### config.mk
export PLATFORM = sky130hd
export DESIGN_NAME = multi_axis_sync_start_stop
export DESIGN_NICKNAME = d
export VERILOG_FILES = /design/src/verilog/sync_pkg.sv /design/src/verilog/axis_sync_ctrl.sv /design/src/verilog/multi_axis_sync_start_stop.sv
export SDC_FILE = /design/constraint.sdc
export NUM_CORES = 1
export LEC_CHECK = 0
export BUFFER_PORTS_ARGS = -buffer_cell sky130_fd_sc_hd__buf_2
export CORE_ASPECT_RATIO = 1.5
export CORE_MARGIN = 5
export CORE_UTILIZATION = 30
export CTS_CLUSTER_SIZE = 12
export DETAILED_ROUTE_END_ITERATION = 8
export PLACE_DENSITY = 0.47
export SKIP_LAST_GASP = 1
export SLEW_MARGIN = 40
export SYNTH_ARGS = -nofsm -noshare
export SYNTH_HDL_FRONTEND = slang
export SYNTH_SLANG_ARGS = --single-unit
export TNS_END_PERCENT = 100
### constraint.sdc
create_clock -name ref_clk -period 3.2 [get_ports ref_clk]
set_clock_uncertainty 0.05 [all_clocks]
set_input_delay 0.32 -clock ref_clk [delete_from_list [all_inputs] [get_ports ref_clk]]
set_output_delay 0.32 -clock ref_clk [all_outputs]
set_load 0.02 [all_outputs]
### src/verilog/sync_pkg.sv
/*
  constants, field layouts and types shared by the multi-axis start/stop
  synchronisation block and its per-axis controller.
  assumes one 10 MHz clock and wired-low shared start/stop lines.
*/
// ==========================================================================
package sync_pkg;

  localparam int NUM_AXES = 4;
  localparam int ADDR_W = 8;
  localparam int DATA_W = 32;

  // ========================================================================
  // register map, byte addresses
  localparam logic [7:0] CFG_BASE = 8'h00; // axis n config at CFG_BASE + 4n
  localparam logic [7:0] CMD_ADDR = 8'h10;
  localparam logic [7:0] GROUP_ADDR = 8'h14;
  localparam logic [7:0] STATUS_ADDR = 8'h18;
  localparam logic [7:0] IRQ_STAT_ADDR = 8'h1C;
  localparam logic [7:0] IRQ_MASK_ADDR = 8'h20;

  // ========================================================================
  // field positions
  localparam int CFG_W = 9;
  localparam int CMD_OP_LSB = 0;
  localparam int CMD_GSTART_BIT = 4;
  localparam int CMD_GSTOP_BIT = 5;
  localparam int CMD_LEAD_LSB = 8;
  localparam int ST_WAIT_LSB = 0;
  localparam int ST_BUSY_LSB = 4;
  localparam int ST_DRIVE_LSB = 8;
  localparam int ST_START_BIT = 12;
  localparam int ST_STOP_BIT = 13;
  localparam int ST_COUNT_LSB = 16;
  localparam int IRQ_W = 8; // [3:0] axis started, [7:4] abnormal stop

  // ========================================================================
  // reset values and encodings
  localparam logic [8:0] CFG_RESET = 9'h000;
  localparam logic [3:0] GROUP_RESET = 4'h0;
  localparam logic [7:0] IRQ_MASK_RESET = 8'h00;
  localparam logic [1:0] START_NOW = 2'h0;
  localparam logic [1:0] START_GROUP = 2'h1;
  localparam logic [1:0] START_RSVD = 2'h2;
  localparam logic [1:0] START_AXES = 2'h3;

  // ========================================================================
  // timing: width of a pulse this block drives onto a shared line
  localparam int CLK_PERIOD_NS = 100;
  localparam int LINE_PULSE_NS = 1000;
  localparam int LINE_PULSE_CYC = (LINE_PULSE_NS + CLK_PERIOD_NS - 1) / CLK_PERIOD_NS;

  typedef struct packed {
    logic stop_mode;         // 0 immediate, 1 decelerate
    logic [1:0] start_type;  // start_type_select
    logic auto_stop_out;     // drive stop line on abnormal stop
    logic stop_enable;       // respond to shared stop line
    logic [3:0] wait_mask;   // wait_axis_mask
  } axis_cfg_type;

  typedef enum logic [1:0] {idle_st, wait_start_st, wait_axes_st} axis_state_type;

endpackage
### src/verilog/axis_sync_ctrl.sv
/*
  per-axis start/stop decision: holds a loaded move until its start
  condition holds, turns stop requests into halt pulses, flags faults.
  assumes stop and start requests arrive already synchronised.
*/
`timescale 1ns/10ps
module axis_sync_ctrl #(
  parameter int N = 4
) (
  input wire logic ref_clk, // 10 MHz clock
  input wire logic rst, // async reset, active high
  input wire logic ce, // clock enable, freezes state while low
  input wire sync_pkg::axis_cfg_type cfg, // axis options
  input wire logic op_cmd, // operation command written, one cycle
  input wire logic group_go, // shared start line asserted, synchronised
  input wire logic stop_req, // stop request for this axis
  input wire logic [N-1:0] stopped, // axes currently stopped
  input wire logic axis_busy, // motion core is outputting pulses
  input wire logic fault, // alarm or end limit active
  output logic start_pulse, // begin motion, one cycle
  output logic stop_now, // immediate halt, high the cycle after each cycle of stop_hit while stop_mode is 0
  output logic stop_ramp, // decelerate to halt, high the cycle after each cycle of stop_hit while stop_mode is 1
  output logic waiting, // move loaded and held
  output logic fault_stop, // abnormal stop event, one cycle
  output logic drive_stop // this axis pulls the stop line
);

  sync_pkg::axis_state_type state_q;
  logic axes_done;
  logic start_d;
  logic stop_hit;
  logic fault_q;

  // every selected axis must be stopped; an empty mask is met at once
  assign axes_done = (cfg.wait_mask & stopped) == cfg.wait_mask;
  assign stop_hit = stop_req && (axis_busy || state_q != sync_pkg::idle_st);
  assign waiting = state_q != sync_pkg::idle_st;

  // start decision
  always_comb
  begin
    start_d = 1'b0;
    unique case (state_q)
      sync_pkg::idle_st: start_d = op_cmd && (cfg.start_type == sync_pkg::START_NOW
        || (cfg.start_type == sync_pkg::START_AXES && axes_done));
      sync_pkg::wait_start_st: start_d = group_go && !stop_req;
      sync_pkg::wait_axes_st: start_d = axes_done && !stop_req;
    endcase
  end

  // hold state; reserved start type drops the command
  always_ff @(posedge ref_clk or posedge rst)
  begin
    if (rst)
      state_q <= sync_pkg::idle_st;
    else if (ce)
    begin
      unique case (state_q)
        sync_pkg::idle_st:
          if (op_cmd && cfg.start_type == sync_pkg::START_GROUP)
            state_q <= sync_pkg::wait_start_st;
          else if (op_cmd && cfg.start_type == sync_pkg::START_AXES && !axes_done)
            state_q <= sync_pkg::wait_axes_st;
        sync_pkg::wait_start_st, sync_pkg::wait_axes_st:
          if (stop_req || start_d)
            state_q <= sync_pkg::idle_st;
      endcase
    end
  end

  // start and halt pulses
  always_ff @(posedge ref_clk or posedge rst)
  begin
    if (rst)
    begin
      start_pulse <= 1'b0;
      stop_now <= 1'b0;
      stop_ramp <= 1'b0;
    end
    else if (ce)
    begin
      start_pulse <= start_d;
      stop_now <= stop_hit && !cfg.stop_mode;
      stop_ramp <= stop_hit && cfg.stop_mode;
    end
  end

  // fault edge while moving; line held until the fault clears
  always_ff @(posedge ref_clk or posedge rst)
  begin
    if (rst)
    begin
      fault_q <= 1'b0;
      fault_stop <= 1'b0;
      drive_stop <= 1'b0;
    end
    else if (ce)
    begin
      fault_q <= fault;
      fault_stop <= fault && !fault_q && axis_busy;
      if (!fault)
        drive_stop <= 1'b0;
      else if (!fault_q && axis_busy && cfg.auto_stop_out)
        drive_stop <= 1'b1;
    end
  end

  start_now_a: assert property (@(posedge ref_clk) disable iff (rst)
    ce && state_q == sync_pkg::idle_st && op_cmd && cfg.start_type == sync_pkg::START_NOW |=> start_pulse)
    else $error("immediate start missing");
  wait_hold_a: assert property (@(posedge ref_clk) disable iff (rst)
    ce && state_q == sync_pkg::wait_start_st && !group_go |=> !start_pulse)
    else $error("start without group start");
  mask_wait_a: assert property (@(posedge ref_clk) disable iff (rst)
    ce && state_q == sync_pkg::wait_axes_st && !axes_done && !stop_req |=> !start_pulse && waiting)
    else $error("started before selected axes stopped");
  stop_mode_a: assert property (@(posedge ref_clk) disable iff (rst)
    ce && stop_hit |=> (stop_now != stop_ramp) && (stop_ramp == $past(cfg.stop_mode)))
    else $error("stop style wrong");
  drive_stop_a: assert property (@(posedge ref_clk) disable iff (rst)
    ce && $past(ce) && drive_stop |-> $past(fault) && ($past(drive_stop) || $past(cfg.auto_stop_out)))
    else $error("stop line driven without fault");
  cover_wait_start_c: cover property (@(posedge ref_clk) state_q == sync_pkg::wait_start_st ##1 start_pulse);
  cover_fault_c: cover property (@(posedge ref_clk) fault_stop ##1 drive_stop);

endmodule

### src/verilog/multi_axis_sync_start_stop.sv
/*
  multi-axis simultaneous start/stop logic: option registers, group
  commands, shared open-drain start/stop lines and an interrupt.
  assumes peer boards share the lines wired-low and a plain register port.
*/
// The plain strobed port and the address map were decided locally.
`timescale 1ns/10ps
module multi_axis_sync_start_stop #(
  parameter int N = sync_pkg::NUM_AXES,
  parameter int PULSE_CYC = sync_pkg::LINE_PULSE_CYC
) (
  input wire logic ref_clk, // 10 MHz clock
  input wire logic rst, // async reset, active high
  input wire logic ce, // clock enable
  input wire logic [sync_pkg::ADDR_W-1:0] addr, // register byte address
  input wire logic [sync_pkg::DATA_W-1:0] wdata, // write data
  input wire logic wr, // write strobe
  input wire logic rd, // read strobe
  output logic [sync_pkg::DATA_W-1:0] rdata, // read data, cycle after rd
  input wire logic [N-1:0] axis_busy, // per-axis motion active
  input wire logic [N-1:0] drive_alarm_input, // drive alarm, active high
  input wire logic [N-1:0] end_limit_input, // end limit reached, active high
  output logic [N-1:0] start_pulse, // begin motion, one cycle
  output logic [N-1:0] stop_now, // immediate halt
  output logic [N-1:0] stop_ramp, // decelerating halt
  input wire logic shared_start_line_in_n, // shared start line level
  output logic shared_start_line_out, // driven level, always low
  output logic shared_start_line_oe_n, // low while pulling the line
  input wire logic shared_stop_line_in_n, // shared stop line level
  output logic shared_stop_line_out, // driven level, always low
  output logic shared_stop_line_oe_n, // low while pulling the line
  output logic irq // level interrupt
);

  localparam int CW = $clog2(PULSE_CYC + 1);

  sync_pkg::axis_cfg_type cfg_q [N];
  logic [3:0] member_q;
  logic [sync_pkg::IRQ_W-1:0] irq_stat_q;
  logic [sync_pkg::IRQ_W-1:0] irq_mask_q;
  logic [sync_pkg::IRQ_W-1:0] irq_evt;
  logic start_meta_q, start_sync_q, stop_meta_q, stop_sync_q;
  logic [CW-1:0] start_cnt_q, stop_cnt_q;
  logic [N-1:0] waiting, fault_stop, drive_stop, op_cmd, stop_req;
  logic gcmd_ok, gstart_cmd, gstop_cmd;

  // lowest set bit of a member mask, the group's lead axis
  function automatic logic [1:0] lead_of(input logic [3:0] m);
    lead_of = m[0] ? 2'h0 : m[1] ? 2'h1 : m[2] ? 2'h2 : 2'h3;
  endfunction

  // number of members, shown to software
  function automatic logic [2:0] count_of(input logic [3:0] m);
    count_of = 3'(m[0]) + 3'(m[1]) + 3'(m[2]) + 3'(m[3]);
  endfunction

  // ==========================================================================
  // command decode
  // group commands only act when addressed by the lowest member axis
  assign gcmd_ok = wr && addr == sync_pkg::CMD_ADDR && member_q != 4'h0
    && wdata[sync_pkg::CMD_LEAD_LSB +: 2] == lead_of(member_q);
  assign gstart_cmd = gcmd_ok && wdata[sync_pkg::CMD_GSTART_BIT];
  assign gstop_cmd = gcmd_ok && wdata[sync_pkg::CMD_GSTOP_BIT];
  assign op_cmd = (wr && addr == sync_pkg::CMD_ADDR) ? wdata[sync_pkg::CMD_OP_LSB +: N] : '0;

  // ==========================================================================
  // option and group registers
  always_ff @(posedge ref_clk or posedge rst)
  begin
    if (rst)
    begin
      for (int i = 0; i < N; i++)
        cfg_q[i] <= sync_pkg::CFG_RESET;
      member_q <= sync_pkg::GROUP_RESET;
    end
    else if (ce && wr)
    begin
      for (int i = 0; i < N; i++)
        if (addr == sync_pkg::CFG_BASE + 8'(4 * i))
          cfg_q[i] <= wdata[sync_pkg::CFG_W-1:0];
      if (addr == sync_pkg::GROUP_ADDR)
        member_q <= wdata[3:0];
    end
  end

  // ==========================================================================
  // shared line synchronisers; first stage feeds only the second
  always_ff @(posedge ref_clk or posedge rst)
  begin
    if (rst)
    begin
      start_meta_q <= 1'b0;
      start_sync_q <= 1'b0;
      stop_meta_q <= 1'b0;
      stop_sync_q <= 1'b0;
    end
    else if (ce)
    begin
      start_meta_q <= !shared_start_line_in_n;
      start_sync_q <= start_meta_q;
      stop_meta_q <= !shared_stop_line_in_n;
      stop_sync_q <= stop_meta_q;
    end
  end

  // ==========================================================================
  // line drivers; our own commands go out on the lines so that local axes
  // and peer boards see the same synchronised edge
  always_ff @(posedge ref_clk or posedge rst)
  begin
    if (rst)
    begin
      start_cnt_q <= '0;
      stop_cnt_q <= '0;
    end
    else if (ce)
    begin
      if (gstart_cmd)
        start_cnt_q <= CW'(PULSE_CYC);
      else if (start_cnt_q != '0)
        start_cnt_q <= start_cnt_q - CW'(1);
      if (gstop_cmd)
        stop_cnt_q <= CW'(PULSE_CYC);
      else if (stop_cnt_q != '0)
        stop_cnt_q <= stop_cnt_q - CW'(1);
    end
  end

  // open-drain: only the enable moves, the level is always low
  always_ff @(posedge ref_clk or posedge rst)
  begin
    if (rst)
    begin
      shared_start_line_oe_n <= 1'b1;
      shared_stop_line_oe_n <= 1'b1;
    end
    else if (ce)
    begin
      shared_start_line_oe_n <= !(gstart_cmd || start_cnt_q > CW'(1));
      shared_stop_line_oe_n <= !(gstop_cmd || stop_cnt_q > CW'(1) || |drive_stop);
    end
  end
  assign shared_start_line_out = 1'b0;
  assign shared_stop_line_out = 1'b0;

  // ==========================================================================
  // per-axis controllers; all see the same synchronised line level
  for (genvar g = 0; g < N; g++)
  begin : axis
    // members halt on the group stop; others only if they listen to the line
    assign stop_req[g] = stop_sync_q && (cfg_q[g].stop_enable || member_q[g]);
    axis_sync_ctrl #(.N(N)) ctrl (
      .ref_clk(ref_clk),
      .rst(rst),
      .ce(ce),
      .cfg(cfg_q[g]),
      .op_cmd(op_cmd[g]),
      .group_go(start_sync_q),
      .stop_req(stop_req[g]),
      .stopped(~axis_busy),
      .axis_busy(axis_busy[g]),
      .fault(drive_alarm_input[g] || end_limit_input[g]),
      .start_pulse(start_pulse[g]),
      .stop_now(stop_now[g]),
      .stop_ramp(stop_ramp[g]),
      .waiting(waiting[g]),
      .fault_stop(fault_stop[g]),
      .drive_stop(drive_stop[g])
    );
  end

  // ==========================================================================
  // interrupt: sticky events, read of status clears, new events win
  assign irq_evt = {fault_stop, start_pulse};
  always_ff @(posedge ref_clk or posedge rst)
  begin
    if (rst)
      irq_stat_q <= '0;
    else if (ce)
    begin
      if (rd && addr == sync_pkg::IRQ_STAT_ADDR)
        irq_stat_q <= irq_evt;
      else
        irq_stat_q <= irq_stat_q | irq_evt;
    end
  end

  always_ff @(posedge ref_clk or posedge rst)
  begin
    if (rst)
      irq_mask_q <= sync_pkg::IRQ_MASK_RESET;
    else if (ce && wr && addr == sync_pkg::IRQ_MASK_ADDR)
      irq_mask_q <= wdata[sync_pkg::IRQ_W-1:0];
  end
  assign irq = |(irq_stat_q & irq_mask_q);

  // ==========================================================================
  // read port; unmapped addresses read zero
  always_ff @(posedge ref_clk or posedge rst)
  begin
    if (rst)
      rdata <= '0;
    else if (ce)
    begin
      rdata <= '0;
      if (rd)
      begin
        for (int i = 0; i < N; i++)
          if (addr == sync_pkg::CFG_BASE + 8'(4 * i))
            rdata <= 32'(cfg_q[i]);
        unique case (addr)
          sync_pkg::GROUP_ADDR: rdata <= 32'(member_q);
          sync_pkg::STATUS_ADDR:
          begin
            rdata[sync_pkg::ST_WAIT_LSB +: N] <= waiting;
            rdata[sync_pkg::ST_BUSY_LSB +: N] <= axis_busy;
            rdata[sync_pkg::ST_DRIVE_LSB +: N] <= drive_stop;
            rdata[sync_pkg::ST_START_BIT] <= start_sync_q;
            rdata[sync_pkg::ST_STOP_BIT] <= stop_sync_q;
            rdata[sync_pkg::ST_COUNT_LSB +: 3] <= count_of(member_q);
          end
          sync_pkg::IRQ_STAT_ADDR: rdata <= 32'(irq_stat_q);
          sync_pkg::IRQ_MASK_ADDR: rdata <= 32'(irq_mask_q);
          default: ;
        endcase
      end
    end
  end

  // ==========================================================================
  // checks
  sync_delay_a: assert property (@(posedge ref_clk) disable iff (rst)
    ce [*2] ##0 $past(!shared_start_line_in_n, 2) |-> start_sync_q)
    else $error("start line not seen two cycles later");
  stop_line_a: assert property (@(posedge ref_clk) disable iff (rst)
    ce && stop_sync_q && cfg_q[0].stop_enable && axis_busy[0] |=> stop_now[0] || stop_ramp[0])
    else $error("enabled axis ignored stop line");
  lead_check_a: assert property (@(posedge ref_clk) disable iff (rst)
    ce && wr && addr == sync_pkg::CMD_ADDR && wdata[sync_pkg::CMD_GSTART_BIT]
    && wdata[sync_pkg::CMD_LEAD_LSB +: 2] != lead_of(member_q) |=> shared_start_line_oe_n)
    else $error("group start by non-lead axis");
  start_drive_a: assert property (@(posedge ref_clk) disable iff (rst)
    ce && gstart_cmd ##1 ce [*2] |-> !shared_start_line_oe_n)
    else $error("group start not driven on line");
  irq_level_a: assert property (@(posedge ref_clk) disable iff (rst)
    ce && |(irq_evt & irq_mask_q) && !(wr && addr == sync_pkg::IRQ_MASK_ADDR) |=> irq)
    else $error("interrupt level wrong");
  cover_gstart_c: cover property (@(posedge ref_clk) gstart_cmd ##[1:6] |start_pulse);
  cover_gstop_c: cover property (@(posedge ref_clk) gstop_cmd ##[1:6] |stop_ramp);

endmodule

==> impl_metrics.env <==
export IMPL_outcome="completed"
export IMPL_worst_ir_drop_vdd_mv=0.2679
export IMPL_hold_buffers=0
export IMPL_numCtsBuffers=17
export IMPL_cp_end_kind="flop"
export IMPL_leakagePower_nw=3.456
export IMPL_first_pass_iters=5
export IMPL_crit_path_frequent_cell="a22o_1"
export IMPL_n_fill_cell=2043
export IMPL_htree_levels=4
export IMPL_synth_warnings=0
export IMPL_synth_avg_cell_area_um2=11.20
export IMPL_finalCoreUtilization=0.3625
export IMPL_cts_post_setup_buffers_inserted=0
export IMPL_die_w_um=128.1
export IMPL_post_drt_wl_per_cell_um=21.24
export IMPL_tritoncts="built"
export IMPL_grt_ovfl_total=0
export IMPL_cpPeakStageDelay_ns=0.62
export IMPL_r2r_slack_ns=1.07
export IMPL_rows=64
export IMPL_cp_data_required_time_ns=3.45
export IMPL_slew_limit_headroom=0.4887
export IMPL_p_per_area_nw_per_um2=631.7
export IMPL_drive_gt1_frac=0.2980
export IMPL_worstMarginPinSlew_ns=0.7669
export IMPL_final_nets=705
export IMPL_start_kind="flop"
export IMPL_wirelength_mm=19.22
export IMPL_path_class="reg2reg"
export IMPL_hold_end="stop_meta_q$_DFFE_PP0P_"
export IMPL_worstHoldStart="shared_stop_line_in_n"
export IMPL_grt_usage=0.1634
export IMPL_layout_min_cycle_time_ns=2.128
export IMPL_grt_pass1_wl_mm=29.57
export IMPL_synthFlopType="dfrtp_1"
export IMPL_yosys_register_bits=119
export IMPL_initial_core_util=0.3060
export IMPL_max_freq_mhz=469.9
export IMPL_r2r_end="axis[3].ctrl.state_q[0]$_DFFE_PP0P_"
export IMPL_yosys_top_cells_count="dfrtp_1, mux2_2, nand2_1"
export IMPL_die_y_um=187.1
export IMPL_yosysMostFrequentCell="dfrtp_1"
export IMPL_hold_path_class="in2reg"
export IMPL_postSynth_asyncResetShare=1.000
export IMPL_synth_area_leader_cell="dfrtp_1"
export IMPL_synth_top_cell_area_share=0.4668
export IMPL_dpl_worst_slack_ns=0.7186
export IMPL_whs_ns=0.02284
export IMPL_yosysSeqAreaShare=0.4752
export IMPL_syn_area_um2=6272
export IMPL_drtAntennaViolNets=0
export IMPL_insertion_delay_ns=0.42
export IMPL_numPortBuffers=68
export IMPL_core_um2=20500
export IMPL_grt_pass1_vias=4937
export IMPL_die_area_um2=23960
export IMPL_routabilityCongestion=0.9277
export IMPL_cp_arrival_ns=2.38
export IMPL_synth_edf_count=0
export IMPL_crit_buf_inv=0
export IMPL_maxCapViolCount=0
export IMPL_rr_worst_depth=5
export IMPL_dp_hpwl_mm=14.35
export IMPL_synth_area_leaders="dfrtp_1, mux2_2, buf_4"
export IMPL_rsz0062_at_grt="false"
export IMPL_hold_depth=2
export IMPL_ys_types=64
export IMPL_grt_max_degree=48
export IMPL_hold_violations=0
export IMPL_setup_viol=0
export IMPL_crit_family="compound AO/OA/AOI/OAI gates"
export IMPL_crit_path_top_delay_cell="a221oi_1"
export IMPL_r2r_start="cfg_q[3]$_DFFE_PP0P_"
export IMPL_cts_sinks=119
export IMPL_vias_per_cell=5.306
export IMPL_synthCells=560
export IMPL_ios=108
export IMPL_fin_ws_ns=1.072
export IMPL_clock_path_buffers=2
export IMPL_drv_slew=0
export IMPL_clk_pin_slew_ns=0.05
export IMPL_antenna_found_initial=0
export IMPL_crit_chain="a22o_1 -> a221oi_1 -> mux2_2 -> o221ai_1 -> a22o_1"
export IMPL_route_detailed_drc=0
export IMPL_cts_root_buf="clkbuf_16"
export IMPL_fin_crit_sh=0.6650
export IMPL_drtIter0Drc=250
export IMPL_critPathMaxFanout=4
export IMPL_setup_tns_ns=0
export IMPL_antenna_cells=0
export IMPL_via_count=4802
export IMPL_area_growth_pct=18.49
export IMPL_cts_resized=0
## power breakdown
| group | total, W | internal [W] | switching (W) |
|---|---|---|---|
| combinational | 0.000921 | 0.000378 | 0.000543 |
| clock | 0.00195 | 0.00126 | 0.000685 |
| sequential | 0.00183 | 0.00168 | 0.000151 |
## worst max path at each step
stage                                    start                                  end  slack [ns]  depth (start not counted)
after floorplan                        addr[1]                cfg_q[10]$_DFFE_PP0P_        1.17                          5
after global placement                 addr[3]                 rdata[3]$_DFFE_PP0P_        0.73                          6
after detailed placement               addr[3]                 rdata[3]$_DFFE_PP0P_        0.72                          6
after CTS                 cfg_q[3]$_DFFE_PP0P_  axis[3].ctrl.state_q[0]$_DFFE_PP0P_        1.11                          5
after global routing      cfg_q[3]$_DFFE_PP0P_  axis[3].ctrl.state_q[0]$_DFFE_PP0P_        1.01                          5
final                     cfg_q[3]$_DFFE_PP0P_  axis[3].ctrl.state_q[0]$_DFFE_PP0P_        1.07                          5
## through the flow
stage | total power (W) | cell area, um^2 | std cells
after floorplan | 0.002504 | 6336 | 576
after global placement | 0.002735 | 6808 | 871
after detailed placement | 0.002772 | 6808 | 871
after CTS | 0.004737 | 7402 | 903
after global routing | 0.004915 | 7432 | 905
final | 0.004695 | 7432 | 905
## flip-flops by register name, indices dropped and copies added, names as in the netlist, 8 cells and up
signal             flops
rdata                 17
irq_stat_q             8
cfg_q                 36
irq_mask_q             8
axis.ctrl.state_q      8
## cell families after synthesis
| logic type | Yosys count | share of synthesized area |
|---|---|---|
| AO/OA/AOI/OAI | 137 | 0.1572 |
| adder cells (fa/ha/maj) | 18 | 0.03710 |
| flip-flops | 119 | 0.4752 |
| AND/OR/NAND/NOR | 131 | 0.1153 |
| other | 1 | 0.0005979 |
| buffers and inverters | 82 | 0.07101 |
| XOR/XNOR | 4 | 0.005585 |
| multiplexers | 68 | 0.1380 |
## area by class of cell
type	instances	area, um^2	area share
Multi-Input combinational cell	375	2907	0.3911
Clock buffer	23	467.9	0.06296
Clock inverter	9	126.4	0.01700
Inverter	31	120.1	0.01616
Sequential cell	119	2980	0.4010
Timing Repair Buffer	84	500.5	0.06734
Tap cell	264	330.3	0.04444
## routing by layer
| metal | vias to the layer above | share of wire | wire (um) | track usage |
|---|---|---|---|---|
| li1 | 2162 | - | - | - |
| met1 | 2442 | 0.39 | 7415 | 0.1875 |
| met2 | 151 | 0.53 | 10160 | 0.2859 |
| met3 | 47 | 0.042 | 798 | 0.03029 |
| met4 | 0 | 0.044 | 847 | 0.08292 |
| met5 | - | 0 | 0 | 0 |
## cell usage in the layout (no fill, tap or decap), drive strengths merged, types with 2 or more instances in the layout
master / count
dfrtp: 117
conb: 17
nor3: 10
a32oi: 4
xnor2: 4
a211oi: 5
clkinv: 5
nand3: 5
nand4b: 2
a22o: 16
o2bb2ai: 10
dfstp: 2
nor4: 5
a21oi: 17
clkinvlp: 2
nor3b: 4
a21o: 6
nor2: 32
mux4: 9
nor2b: 10
and3: 5
nand4: 5
buf: 83
a22oi: 15
inv: 30
or3: 4
o21ai: 27
o211ai: 2
or4: 2
a31oi: 11
bufinv: 3
nand2b: 4
ha: 17
nand2: 34
a221o: 5
nand3b: 5
o221ai: 5
clkbuf: 23
mux2: 58
a311oi: 3
(Power assumes the default switching activity.)
